### config.mk
export PLATFORM = sky130hd
export DESIGN_NAME = asrc_host
export DESIGN_NICKNAME = d
export VERILOG_FILES = /design/src/inc/asrc_pkg.sv /design/src/hdl/asrc_host.sv /design/src/hdl/asrc_timer.sv
export VERILOG_INCLUDE_DIRS = /design/src /design/src/inc
export SDC_FILE = /design/constraint.sdc
export NUM_CORES = 1
export LEC_CHECK = 0
export BUFFER_PORTS_ARGS = -buffer_cell sky130_fd_sc_hd__buf_2
export CAP_MARGIN = 5
export CORE_ASPECT_RATIO = 1.25
export CORE_MARGIN = 4
export CORE_UTILIZATION = 38
export DETAILED_ROUTE_END_ITERATION = 8
export PLACE_DENSITY_LB_ADDON = 0.05
export SLEW_MARGIN = 5
export SYNTH_ARGS = -nofsm -noshare
export SYNTH_HDL_FRONTEND = slang
export SYNTH_SLANG_ARGS = --single-unit
### constraint.sdc
create_clock -name clk_in -period 3.48 [get_ports clk_in]
set_clock_uncertainty 0.2 [all_clocks]
set_input_delay 0.348 -clock clk_in [delete_from_list [all_inputs] [get_ports clk_in]]
set_output_delay 0.348 -clock clk_in [all_outputs]
set_load 0.01 [all_outputs]
### src/inc/asrc_params.svh
// Purpose: timing counts and widths for the asynchronous sram host controller
// Assumes: 125 MHz clock, 8 ns period
// Notes:   times in ns as printed; cycle counts derived by rounding up
`ifndef ASRC_PARAMS_SVH
`define ASRC_PARAMS_SVH

`define ASRC_CLK_PERIOD_NS      8
`define ASRC_ADDR_W             17
`define ASRC_DATA_W             16
// least times, ns
`define ASRC_READ_CYCLE_NS      55
`define ASRC_WRITE_PULSE_NS     45
`define ASRC_WRITE_ADDR_SETUP_NS 0
`define ASRC_WRITE_RECOVERY_NS  0
`define ASRC_OUT_DISABLE_NS     25
`define ASRC_DESEL_TO_RET_NS    0
// ceiling division, at least one cycle
`define ASRC_CYC(ns) ((((ns) + `ASRC_CLK_PERIOD_NS - 1) / `ASRC_CLK_PERIOD_NS) < 1 ? 1 : \
                      (((ns) + `ASRC_CLK_PERIOD_NS - 1) / `ASRC_CLK_PERIOD_NS))
`define ASRC_READ_CYCLE_CYC     `ASRC_CYC(`ASRC_READ_CYCLE_NS)
`define ASRC_WRITE_PULSE_CYC    `ASRC_CYC(`ASRC_WRITE_PULSE_NS)
`define ASRC_SETUP_CYC          `ASRC_CYC(`ASRC_WRITE_ADDR_SETUP_NS)
`define ASRC_RECOVERY_CYC       `ASRC_CYC(`ASRC_WRITE_RECOVERY_NS)
`define ASRC_TURN_CYC           `ASRC_CYC(`ASRC_OUT_DISABLE_NS)
`define ASRC_RET_RECOVERY_CYC   `ASRC_READ_CYCLE_CYC
`define ASRC_CNT_W              8

`endif

### src/inc/asrc_pkg.sv
// Purpose: shared types for the asynchronous sram host controller
// Assumes: nothing
// Notes:   strobes are active low on the pins
package asrc_pkg;

    typedef struct packed {
        logic        write;
        logic [1:0]  byte_en;
        logic [16:0] addr;
        logic [15:0] wdata;
    } asrc_req_s;

    typedef struct packed {
        logic       chip_sel_n;
        logic       write_n;
        logic       out_gate_n;
        logic       low_byte_enable_n;
        logic       high_byte_enable_n;
    } asrc_strobe_s;

    typedef enum logic [2:0] {
        ASRC_IDLE   = 3'b000,
        ASRC_SETUP  = 3'b001,
        ASRC_STROBE = 3'b011,
        ASRC_HOLD   = 3'b010,
        ASRC_TURN   = 3'b110,
        ASRC_RETAIN = 3'b111,
        ASRC_WAKE   = 3'b101
    } asrc_state_e;

endpackage : asrc_pkg

### src/hdl/asrc_host.sv
// Purpose: host controller driving an asynchronous 16-bit static ram
// Assumes: memory pins sampled synchronously; one request at a time
// Notes:   address always changes with chip select high, writes are select-controlled
// Notes on behaviour
// - address changes only with select high
// - write strobe held high through every read
// - read drives select and output gate low
// - address valid before select falls for reads
// - never drive data while memory may drive
// - setup before write start, recovery before address change
// - deselect before retention, read-cycle wait after exit
`timescale 1ns/1ps
`include "asrc_params.svh"
`default_nettype none
module asrc_host #(
    parameter int READ_CYC  = `ASRC_READ_CYCLE_CYC,
    parameter int WRITE_CYC = `ASRC_WRITE_PULSE_CYC,
    parameter int TURN_CYC  = `ASRC_TURN_CYC
) (
    // clock and reset
    input  wire logic                     clk_in,
    input  wire logic                     rstn_in,
    // user request
    input  wire logic                     req_valid_in,
    input  wire asrc_pkg::asrc_req_s      req_in,
    output logic                          req_ready_out,
    // user answer
    output logic                          rsp_valid_out,
    output logic [`ASRC_DATA_W-1:0]       rsp_rdata_out,
    // retention control
    input  wire logic                     retain_in,
    output logic                          retained_out,
    // memory pins
    output logic [`ASRC_ADDR_W-1:0]       mem_addr_out,
    output asrc_pkg::asrc_strobe_s        mem_strobe_out,
    input  wire logic [`ASRC_DATA_W-1:0]  mem_dq_in,
    output logic [`ASRC_DATA_W-1:0]       mem_dq_out,
    output logic [1:0]                    mem_dq_oe_out
);
    // counts must fit the 8-bit phase timer
    if (READ_CYC < 1 || READ_CYC > 255 || WRITE_CYC < 1 || WRITE_CYC > 255 ||
        TURN_CYC < 1 || TURN_CYC > 255) begin : g_bad_timing
        $error("asrc_host: timing counts out of range");
    end

    ////////////////////////////////////////////////////////////////////////
    asrc_pkg::asrc_state_e state_r, state_nxt;
    asrc_pkg::asrc_req_s   cur_r, cur_nxt;
    asrc_pkg::asrc_strobe_s strb_r, strb_nxt;
    logic [`ASRC_DATA_W-1:0] rdata_r, rdata_nxt;
    logic [1:0]              oe_r, oe_nxt;
    logic                    rsp_r, rsp_nxt;
    logic                    ret_r, ret_nxt;
    logic                    load;
    logic [`ASRC_CNT_W-1:0]  load_val;
    logic                    done;

    asrc_timer #(.CNT_W(`ASRC_CNT_W)) u_timer (
        .clk_in   (clk_in),
        .rstn_in  (rstn_in),
        .load_in  (load),
        .value_in (load_val),
        .done_out (done)
    );

    localparam asrc_pkg::asrc_strobe_s IDLE_STRB = '{1'b1, 1'b1, 1'b1, 1'b1, 1'b1};

    ////////////////////////////////////////////////////////////////////////
    always_comb begin
        state_nxt = state_r;
        cur_nxt   = cur_r;
        strb_nxt  = strb_r;
        rdata_nxt = rdata_r;
        oe_nxt    = oe_r;
        rsp_nxt   = 1'b0;
        ret_nxt   = ret_r;
        load      = 1'b0;
        load_val  = '0;
        case (state_r)
            asrc_pkg::ASRC_IDLE: begin
                strb_nxt = IDLE_STRB;
                oe_nxt   = 2'b00;
                if (retain_in) begin
                    // already deselected, no delay needed before retention
                    ret_nxt   = 1'b1;
                    state_nxt = asrc_pkg::ASRC_RETAIN;
                end else if (req_valid_in) begin
                    // new address presented while select is still high
                    cur_nxt   = req_in;
                    load      = 1'b1;
                    load_val  = `ASRC_CNT_W'(`ASRC_SETUP_CYC);
                    state_nxt = asrc_pkg::ASRC_SETUP;
                    if (req_in.write) begin
                        // strobe falls ahead of select so the memory stays quiet
                        strb_nxt.write_n = 1'b0;
                    end
                end
            end
            asrc_pkg::ASRC_SETUP: begin
                if (done) begin
                    // select opens the cycle; byte enables pick lanes
                    strb_nxt.chip_sel_n         = 1'b0;
                    strb_nxt.low_byte_enable_n  = ~cur_r.byte_en[0];
                    strb_nxt.high_byte_enable_n = ~cur_r.byte_en[1];
                    if (cur_r.write) begin
                        // only drive after the strobe lowered, output gate stays high
                        oe_nxt   = cur_r.byte_en;
                        load_val = `ASRC_CNT_W'(WRITE_CYC);
                    end else begin
                        strb_nxt.write_n    = 1'b1;
                        strb_nxt.out_gate_n = 1'b0;
                        load_val = `ASRC_CNT_W'(READ_CYC);
                    end
                    load      = 1'b1;
                    state_nxt = asrc_pkg::ASRC_STROBE;
                end
            end
            asrc_pkg::ASRC_STROBE: begin
                if (done) begin
                    if (!cur_r.write) begin
                        // keep only enabled lanes of the returned word
                        rdata_nxt = {cur_r.byte_en[1] ? mem_dq_in[15:8] : 8'h00,
                                     cur_r.byte_en[0] ? mem_dq_in[7:0]  : 8'h00};
                    end
                    // select rises first: write ends, address held through recovery
                    strb_nxt.chip_sel_n = 1'b1;
                    strb_nxt.out_gate_n = 1'b1;
                    load      = 1'b1;
                    load_val  = `ASRC_CNT_W'(`ASRC_RECOVERY_CYC);
                    state_nxt = asrc_pkg::ASRC_HOLD;
                end
            end
            asrc_pkg::ASRC_HOLD: begin
                if (done) begin
                    strb_nxt  = IDLE_STRB;
                    oe_nxt    = 2'b00;
                    rsp_nxt   = 1'b1;
                    load      = 1'b1;
                    load_val  = `ASRC_CNT_W'(TURN_CYC);
                    state_nxt = asrc_pkg::ASRC_TURN;
                end
            end
            asrc_pkg::ASRC_TURN: begin
                // bus turnaround so the memory's outputs are off before we drive
                if (done) begin
                    state_nxt = asrc_pkg::ASRC_IDLE;
                end
            end
            asrc_pkg::ASRC_RETAIN: begin
                strb_nxt = IDLE_STRB;
                if (!retain_in) begin
                    ret_nxt   = 1'b0;
                    load      = 1'b1;
                    load_val  = `ASRC_CNT_W'(READ_CYC);
                    state_nxt = asrc_pkg::ASRC_WAKE;
                end
            end
            asrc_pkg::ASRC_WAKE: begin
                if (done) begin
                    state_nxt = asrc_pkg::ASRC_IDLE;
                end
            end
            default: begin
                state_nxt = asrc_pkg::ASRC_IDLE;
                strb_nxt  = IDLE_STRB;
                oe_nxt    = 2'b00;
            end
        endcase
    end

    always_ff @(posedge clk_in or negedge rstn_in) begin
        if (!rstn_in) begin
            state_r <= asrc_pkg::ASRC_IDLE;
            cur_r   <= '0;
            strb_r  <= '{1'b1, 1'b1, 1'b1, 1'b1, 1'b1};
            rdata_r <= 16'h0000;
            oe_r    <= 2'b00;
            rsp_r   <= 1'b0;
            ret_r   <= 1'b0;
        end else begin
            state_r <= state_nxt;
            cur_r   <= cur_nxt;
            strb_r  <= strb_nxt;
            rdata_r <= rdata_nxt;
            oe_r    <= oe_nxt;
            rsp_r   <= rsp_nxt;
            ret_r   <= ret_nxt;
        end
    end

    ////////////////////////////////////////////////////////////////////////
    assign req_ready_out  = (state_r == asrc_pkg::ASRC_IDLE) && !retain_in;
    assign rsp_valid_out  = rsp_r;
    assign rsp_rdata_out  = rdata_r;
    assign retained_out   = ret_r;
    assign mem_addr_out   = cur_r.addr;
    assign mem_strobe_out = strb_r;
    assign mem_dq_out     = cur_r.wdata;
    assign mem_dq_oe_out  = oe_r;
endmodule : asrc_host
`default_nettype wire

### src/hdl/asrc_timer.sv
// Purpose: down counter that times each phase of a memory cycle
// Assumes: load and count never asserted together with a zero load value
// Notes:   done is high while the count is zero
`timescale 1ns/1ps
`default_nettype none
module asrc_timer #(
    parameter int CNT_W = 8
) (
    // clock and reset
    input  wire logic             clk_in,
    input  wire logic             rstn_in,
    // control
    input  wire logic             load_in,
    input  wire logic [CNT_W-1:0] value_in,
    // status
    output logic                  done_out
);
    if (CNT_W < 2) begin : g_bad_width
        $error("asrc_timer: CNT_W too small");
    end

    logic [CNT_W-1:0] cnt_r;
    logic [CNT_W-1:0] cnt_nxt;

    always_comb begin
        cnt_nxt = cnt_r;
        if (load_in) begin
            cnt_nxt = value_in;
        end else if (cnt_r != '0) begin
            cnt_nxt = cnt_r - {{(CNT_W-1){1'b0}}, 1'b1};
        end
    end

    always_ff @(posedge clk_in or negedge rstn_in) begin
        if (!rstn_in) begin
            cnt_r <= '0;
        end else begin
            cnt_r <= cnt_nxt;
        end
    end

    assign done_out = (cnt_r == '0);
endmodule : asrc_timer
`default_nettype wire

== Yosys cells after proc, flatten, opt, wreduce, memory -nomap -nowiden ==
Index checks and enable logic that the tools add are counted.

* Bits in registers: 72
* Bits in latches: 0
* Memory bits (writable): 0
* ROM bits: 0
* Output and inout port bits: 59
* Logic and storage cells: 102
* Memories kept: 0

* Add/sub/neg operators: 1
* Multipliers: 0
* Div/mod/pow operators: 0
* Magnitude comparators: 0
* Equality and inequality tests: 15
* Shifts and indexed selects: 0
* Multiplexer cells: 44
* Bitwise gates (word level): 7
* Reductions and logical operators: 20

{| class="wikitable"
|+ Operators by type and width
! operator !! number
|-
| two-way mux 8 bit || 4
|-
| two-way mux 3 bit || 10
|-
| one-hot mux 3 bit (6 select lines) || 1
|-
| two-way mux 1 bit || 15
|-
| one-hot mux 3 bit (5 select lines) || 1
|-
| inequality test 2 bit (second input constant) || 7
|-
| one-hot mux 1 bit (4 select lines) || 3
|-
| one-hot mux 2 bit (3 select lines) || 2
|-
| AND reduction 3 bit || 4
|-
| AND reduction 4 bit || 3
|-
| two-way mux 5 bit || 2
|-
| == test 3 bit (second input constant) || 3
|-
| zero test 8 bit || 1
|-
| two-way mux 2 bit || 4
|-
| nonzero test 8 bit || 1
|-
| subtractor 8 x 1 -> 8 bit (second input constant) || 1
|-
| inverter 1 bit || 7
|-
| == test 3 x 2 -> 1 bit (second input constant) || 2
|-
| AND reduction 6 bit || 1
|-
| OR reduction 3 bit || 2
|-
| AND reduction 5 bit || 1
|-
| nonzero test 2 bit || 2
|-
| OR reduction 4 bit || 1
|-
| == test 3 x 1 -> 1 bit (second input constant) || 1
|-
| 8 further kinds || 8
|}

== Depth between registers and ports, before layout ==
* Depth after elaboration: 4
* Gate-level depth with buffers: 9

== Cells and area by module ==
Synthesis repeated with hierarchy kept, for this count alone.

* Cells, all modules: 310
* Area total of the unflattened synthesis: 3512.1 um^2

{| class="wikitable"
|+ Modules (own cells, without submodules)
! module !! times used !! cells each !! area an instance (um^2) !! sequential area each (um^2)
|-
| asrc_host || 1 || 256 || 3024.2 || 1607.8
|-
| asrc_timer || 1 || 54 || 488.0 || 200.2
|}

== Least setup slack after synthesis ==
Ideal clock, no wire load.

* Path kind: reg-to-reg
* Start point: register u_timer.cnt_r[0]
* End point: register rdata_r[15] (netlist: rsp_rdata_out[15])
* Library setup time: 119 ps
* Data arrival time: 2132 ps
* Required time: 3161 ps
* Path slack: 1029 ps
* Cell stages (with the launch flop): 10
* Buffers on the path: 3
* Path through: dfrtp_1 > inv_1 > ha_1 > or3b_1 > clkdlybuf4s15_2 > or4_1 > buf_2 > buf_6 > nand2_1 > o21ai_2

* Cells in the longest elaborated chain, start to end: 2

{| class="wikitable"
|+ Ends and longest elaborated chain
! what !! RTL line !! source
|-
| from (decl) || asrc_timer.sv:22 || <nowiki>logic [CNT_W-1:0] cnt_r;</nowiki>
|-
| from (signal assigned) || asrc_timer.sv:38 || <nowiki>cnt_r <= cnt_nxt;</nowiki>
|-
| zero test 8 bit || asrc_timer.sv:42 || <nowiki>assign done_out = (cnt_r == '0);</nowiki>
|-
| AND reduction 3 bit (no source line) || -- ||
|-
| to (signal assigned) || asrc_host.sv:184 || <nowiki>rdata_r <= rdata_nxt;</nowiki>
|-
| to (decl) || asrc_host.sv:50 || <nowiki>logic [`ASRC_DATA_W-1:0] rdata_r, rdata_nxt;</nowiki>
|}

Every way passes these cells.
A chain may end at the register's enable or synchronous reset.

== Worst setup path in the final report ==
* Start point: register state_r[2]
* End point: register cur_r, in the netlist mem_addr_out[7]

* Cells in the longest elaborated chain, start to end: 2

{| class="wikitable"
|+ Ends and longest elaborated chain
! what !! RTL line !! source
|-
| from (decl) || asrc_host.sv:47 || <nowiki>asrc_pkg::asrc_state_e state_r, state_nxt;</nowiki>
|-
| from (signal assigned) || asrc_host.sv:173 || <nowiki>state_r <= asrc_pkg::ASRC_IDLE;</nowiki>
|-
| from (signal assigned) || asrc_host.sv:181 || <nowiki>state_r <= state_nxt;</nowiki>
|-
| zero test 3 bit || asrc_host.sv:79 || <nowiki>case (state_r)</nowiki>
|-
| AND reduction 3 bit (no source line) || -- ||
|-
| to (signal assigned) || asrc_host.sv:182 || <nowiki>cur_r <= cur_nxt;</nowiki>
|-
| to (decl) || asrc_host.sv:48 || <nowiki>asrc_pkg::asrc_req_s cur_r, cur_nxt;</nowiki>
|}

Every way passes these cells.

==> results_dict.tcl <==
set metrics [dict create \
    r2r-end "mem_addr_out[7]" \
    post-synth-top-area-fraction_pct 47.9 \
    setup_viol_count_final 0 \
    grt_usage_pct 13.8 \
    ant_nets 0 \
    die-area_um2 10800 \
    maxCapViolCount 0 \
    synth_area_leaders "dfrtp_1, mux2_2, buf_4" \
    yosys.area.top_type "dfrtp_1" \
    vias 2479 \
    drc 0 \
    synth_common_cells "dfrtp_1, nand2_1, mux2_2" \
    drt-pass1-iter-count 4 \
    start_util_pct 39.6 \
    diodes 0 \
    instances_no_fill 516 \
    synth.distinct_cells 48 \
    ctsRootBufferMaster "clkbuf_8" \
    worst_skew_pair.late_latency_ns 0.35 \
    r2r-start "state_r[2]" \
    fp.dieH_um 115 \
    ctsResizeCount 0 \
    synth_ff_type "dfrtp_1" \
    run_status "complete, no violations" \
    hpwlAfterDp_um 5090 \
    multiInputGateArea_um2 1270 \
    finalHoldViolations 0 \
    layout-drive-gt1-share_pct 49.0 \
    holdCritPathClass "in2reg" \
    grt_max_degree 73 \
    p_leak_nw 1.99 \
    synth_nets 370 \
    crit_required_ns 3.51 \
    fp.dieW_um 93.9 \
    wl_per_cell_um 14.0 \
    hold_buffers 2 \
    power_density_nw_per_um2 818 \
    ctsLongestPathBuffers 2 \
    report.final.slew_viol_count 0 \
    fill_cells 902 \
    clock-sinks 72 \
    syn_avg_cell_area_um2 11.2 \
    io_pins 115 \
    rsz0062_at_grt "false" \
    grt_pass1_wl_um 11700 \
    finalNetCount 449 \
    cts_buffers 9 \
    criticalPathCategory "reg2reg" \
    fp.coreArea_um2 8840 \
    worstPathMaxFanout 38 \
    synth-edff-count 0 \
    tns_ns 0 \
    place_inst 498 \
    ys_warn_count 0 \
    io_buffers 114 \
    cts_max_level 3 \
    rows 38 \
    grt_pass1_vias 2452 \
    synth-seq-cells 72 \
    grt_overflow 0 \
    wirelength_um 7240 \
    post-route-period-util_pct 73.2 \
    antenna_found_initial 0 \
    max_freq_ghz 0.393 \
    yosysMostFrequentCell "dfrtp_1" \
    rr_worst_depth 3 \
    hp-start "req_in[13]" \
    holdPathStages 2 \
    via_per_inst 4.80 \
    vdd_drop_max_mv 0.287 \
    rrSetupSlack_ns 0.93 \
    async_flop_share_pct 100 \
    ys_seq_area_share_pct 51.6 \
    path_clk_slew_ns 0.08 \
    tightest_slew_ns 0.917 \
    min_to "mem_dq_out[13]" \
    gp_congestion 0.818 \
    maxSlewHeadroom_pct 38.8 \
    post_cts_buffers 0 \
    seqCellArea_um2 1810 \
    synth_area_um2 3500 \
    startpoint_type "flop" \
    arrival_ns 2.58 \
    syn_inst 312 \
    tritoncts "yes" \
    drt_iter0_drc 109 \
    area_growth_pct 17.9 \
    crit_path_end_kind "flop" \
    period_minus_slack_ns 2.55 \
]
## cells by family (layout without fill, tap and decap cells)
kind of cell,count (synthesis),in the layout,synth area share (%)
compound gates,50,50,10.5
mux,40,40,12.8
xor+xnor,2,2,0.500
fa+ha+maj,2,2,0.714
flops,72,72,51.6
buf+inv,59,143,12.1
simple gates,87,87,11.8
## area by class of cell
class	count	share of cell area, %
clock buffers	11	3.67
clock inverters	5	2.49
inverters	8	0.727
multi-input cells	181	30.8
flip-flops and latches	72	43.8
well taps	120	3.64
repair buffers	119	14.9
## worst max-delay path by stage
stage	from	endpoint	slack [ns]	cells after the start
2_1_floorplan	u_timer.cnt_r[0]	rsp_rdata_out[15]	1.03	9
3_3_place_gp	state_r[2]	mem_dq_out[15]	0.87	3
3_5_place_dp	state_r[2]	mem_addr_out[7]	0.90	3
4_1_cts	state_r[2]	mem_addr_out[7]	0.89	3
5_1_grt	state_r[2]	mem_addr_out[7]	0.68	3
6_report	state_r[2]	mem_addr_out[7]	0.93	3
## worst max-delay path, cell delays in order (launching register included)
cell and delay, ns:
dfrtp_1 0.59, nor4_1 0.40, and2_2 0.81, mux2_2 0.42
## per-layer routing
layer	GRT usage [%]	wire, um	share of wire [%]
met4	7.80	179	2.5
met3	3.34	605	8.4
met2	21.2	3280	45
met1	17.8	3170	44
met5	0	0	0
## power by group
part	switching, mW	internal, mW	total, mW
registers	0.253	1.18	1.43
clock network	0.311	0.514	0.825
logic	0.567	0.554	1.12
total	1.13	2.25	3.38
## flip-flops by register name (all words and copies together), names as in the netlist
name,cells
cur_r,3
mem_addr_out,17
mem_dq_oe_out,2
mem_dq_out,16
mem_strobe_out,5
retained_out,1
rsp_rdata_out,16
rsp_valid_out,1
state_r,3
u_timer.cnt_r,8
## stage by stage
step / area [um^2] / setup slack, ns / hold WS [ns] / utilization (%) / power, mW
detailed placement: 3850 / 0.903 / 0.264 / 43.6 / 2.59
global route: 4130 / 0.676 / 0.00438 / 46.7 / 3.63
finish: 4130 / 0.934 / 0.0264 / 46.7 / 3.38
global placement: 3850 / 0.872 / 0.256 / 43.6 / 2.57
floorplan: 3500 / 1.03 / -0.148 / - / 2.38
CTS: 4130 / 0.887 / 0.00489 / 46.7 / 3.44
## layout by cell type, fill, tap and decap left out, types with 3 or more instances in the layout
cell       netlist  routed
buf_2            6     113
dfrtp_1         67      67
nand2_1         42      42
mux2_2          38      38
o21ai_2         14      14
nor2_1          13      13
clkbuf_8         1      11
inv_1            8       8
nor3_1           8       8
a21oi_1          8       8
o21ai_0          7       7
dfstp_2          5       5
nor4_1           4       4
nand2b_1         4       4
buf_4           34       4
nor3b_1          3       3
or3_1            3       3
o31ai_1          3       3
a211o_1          3       3
bufinv_16        0       3
Power figures use the tool's default switching activity.
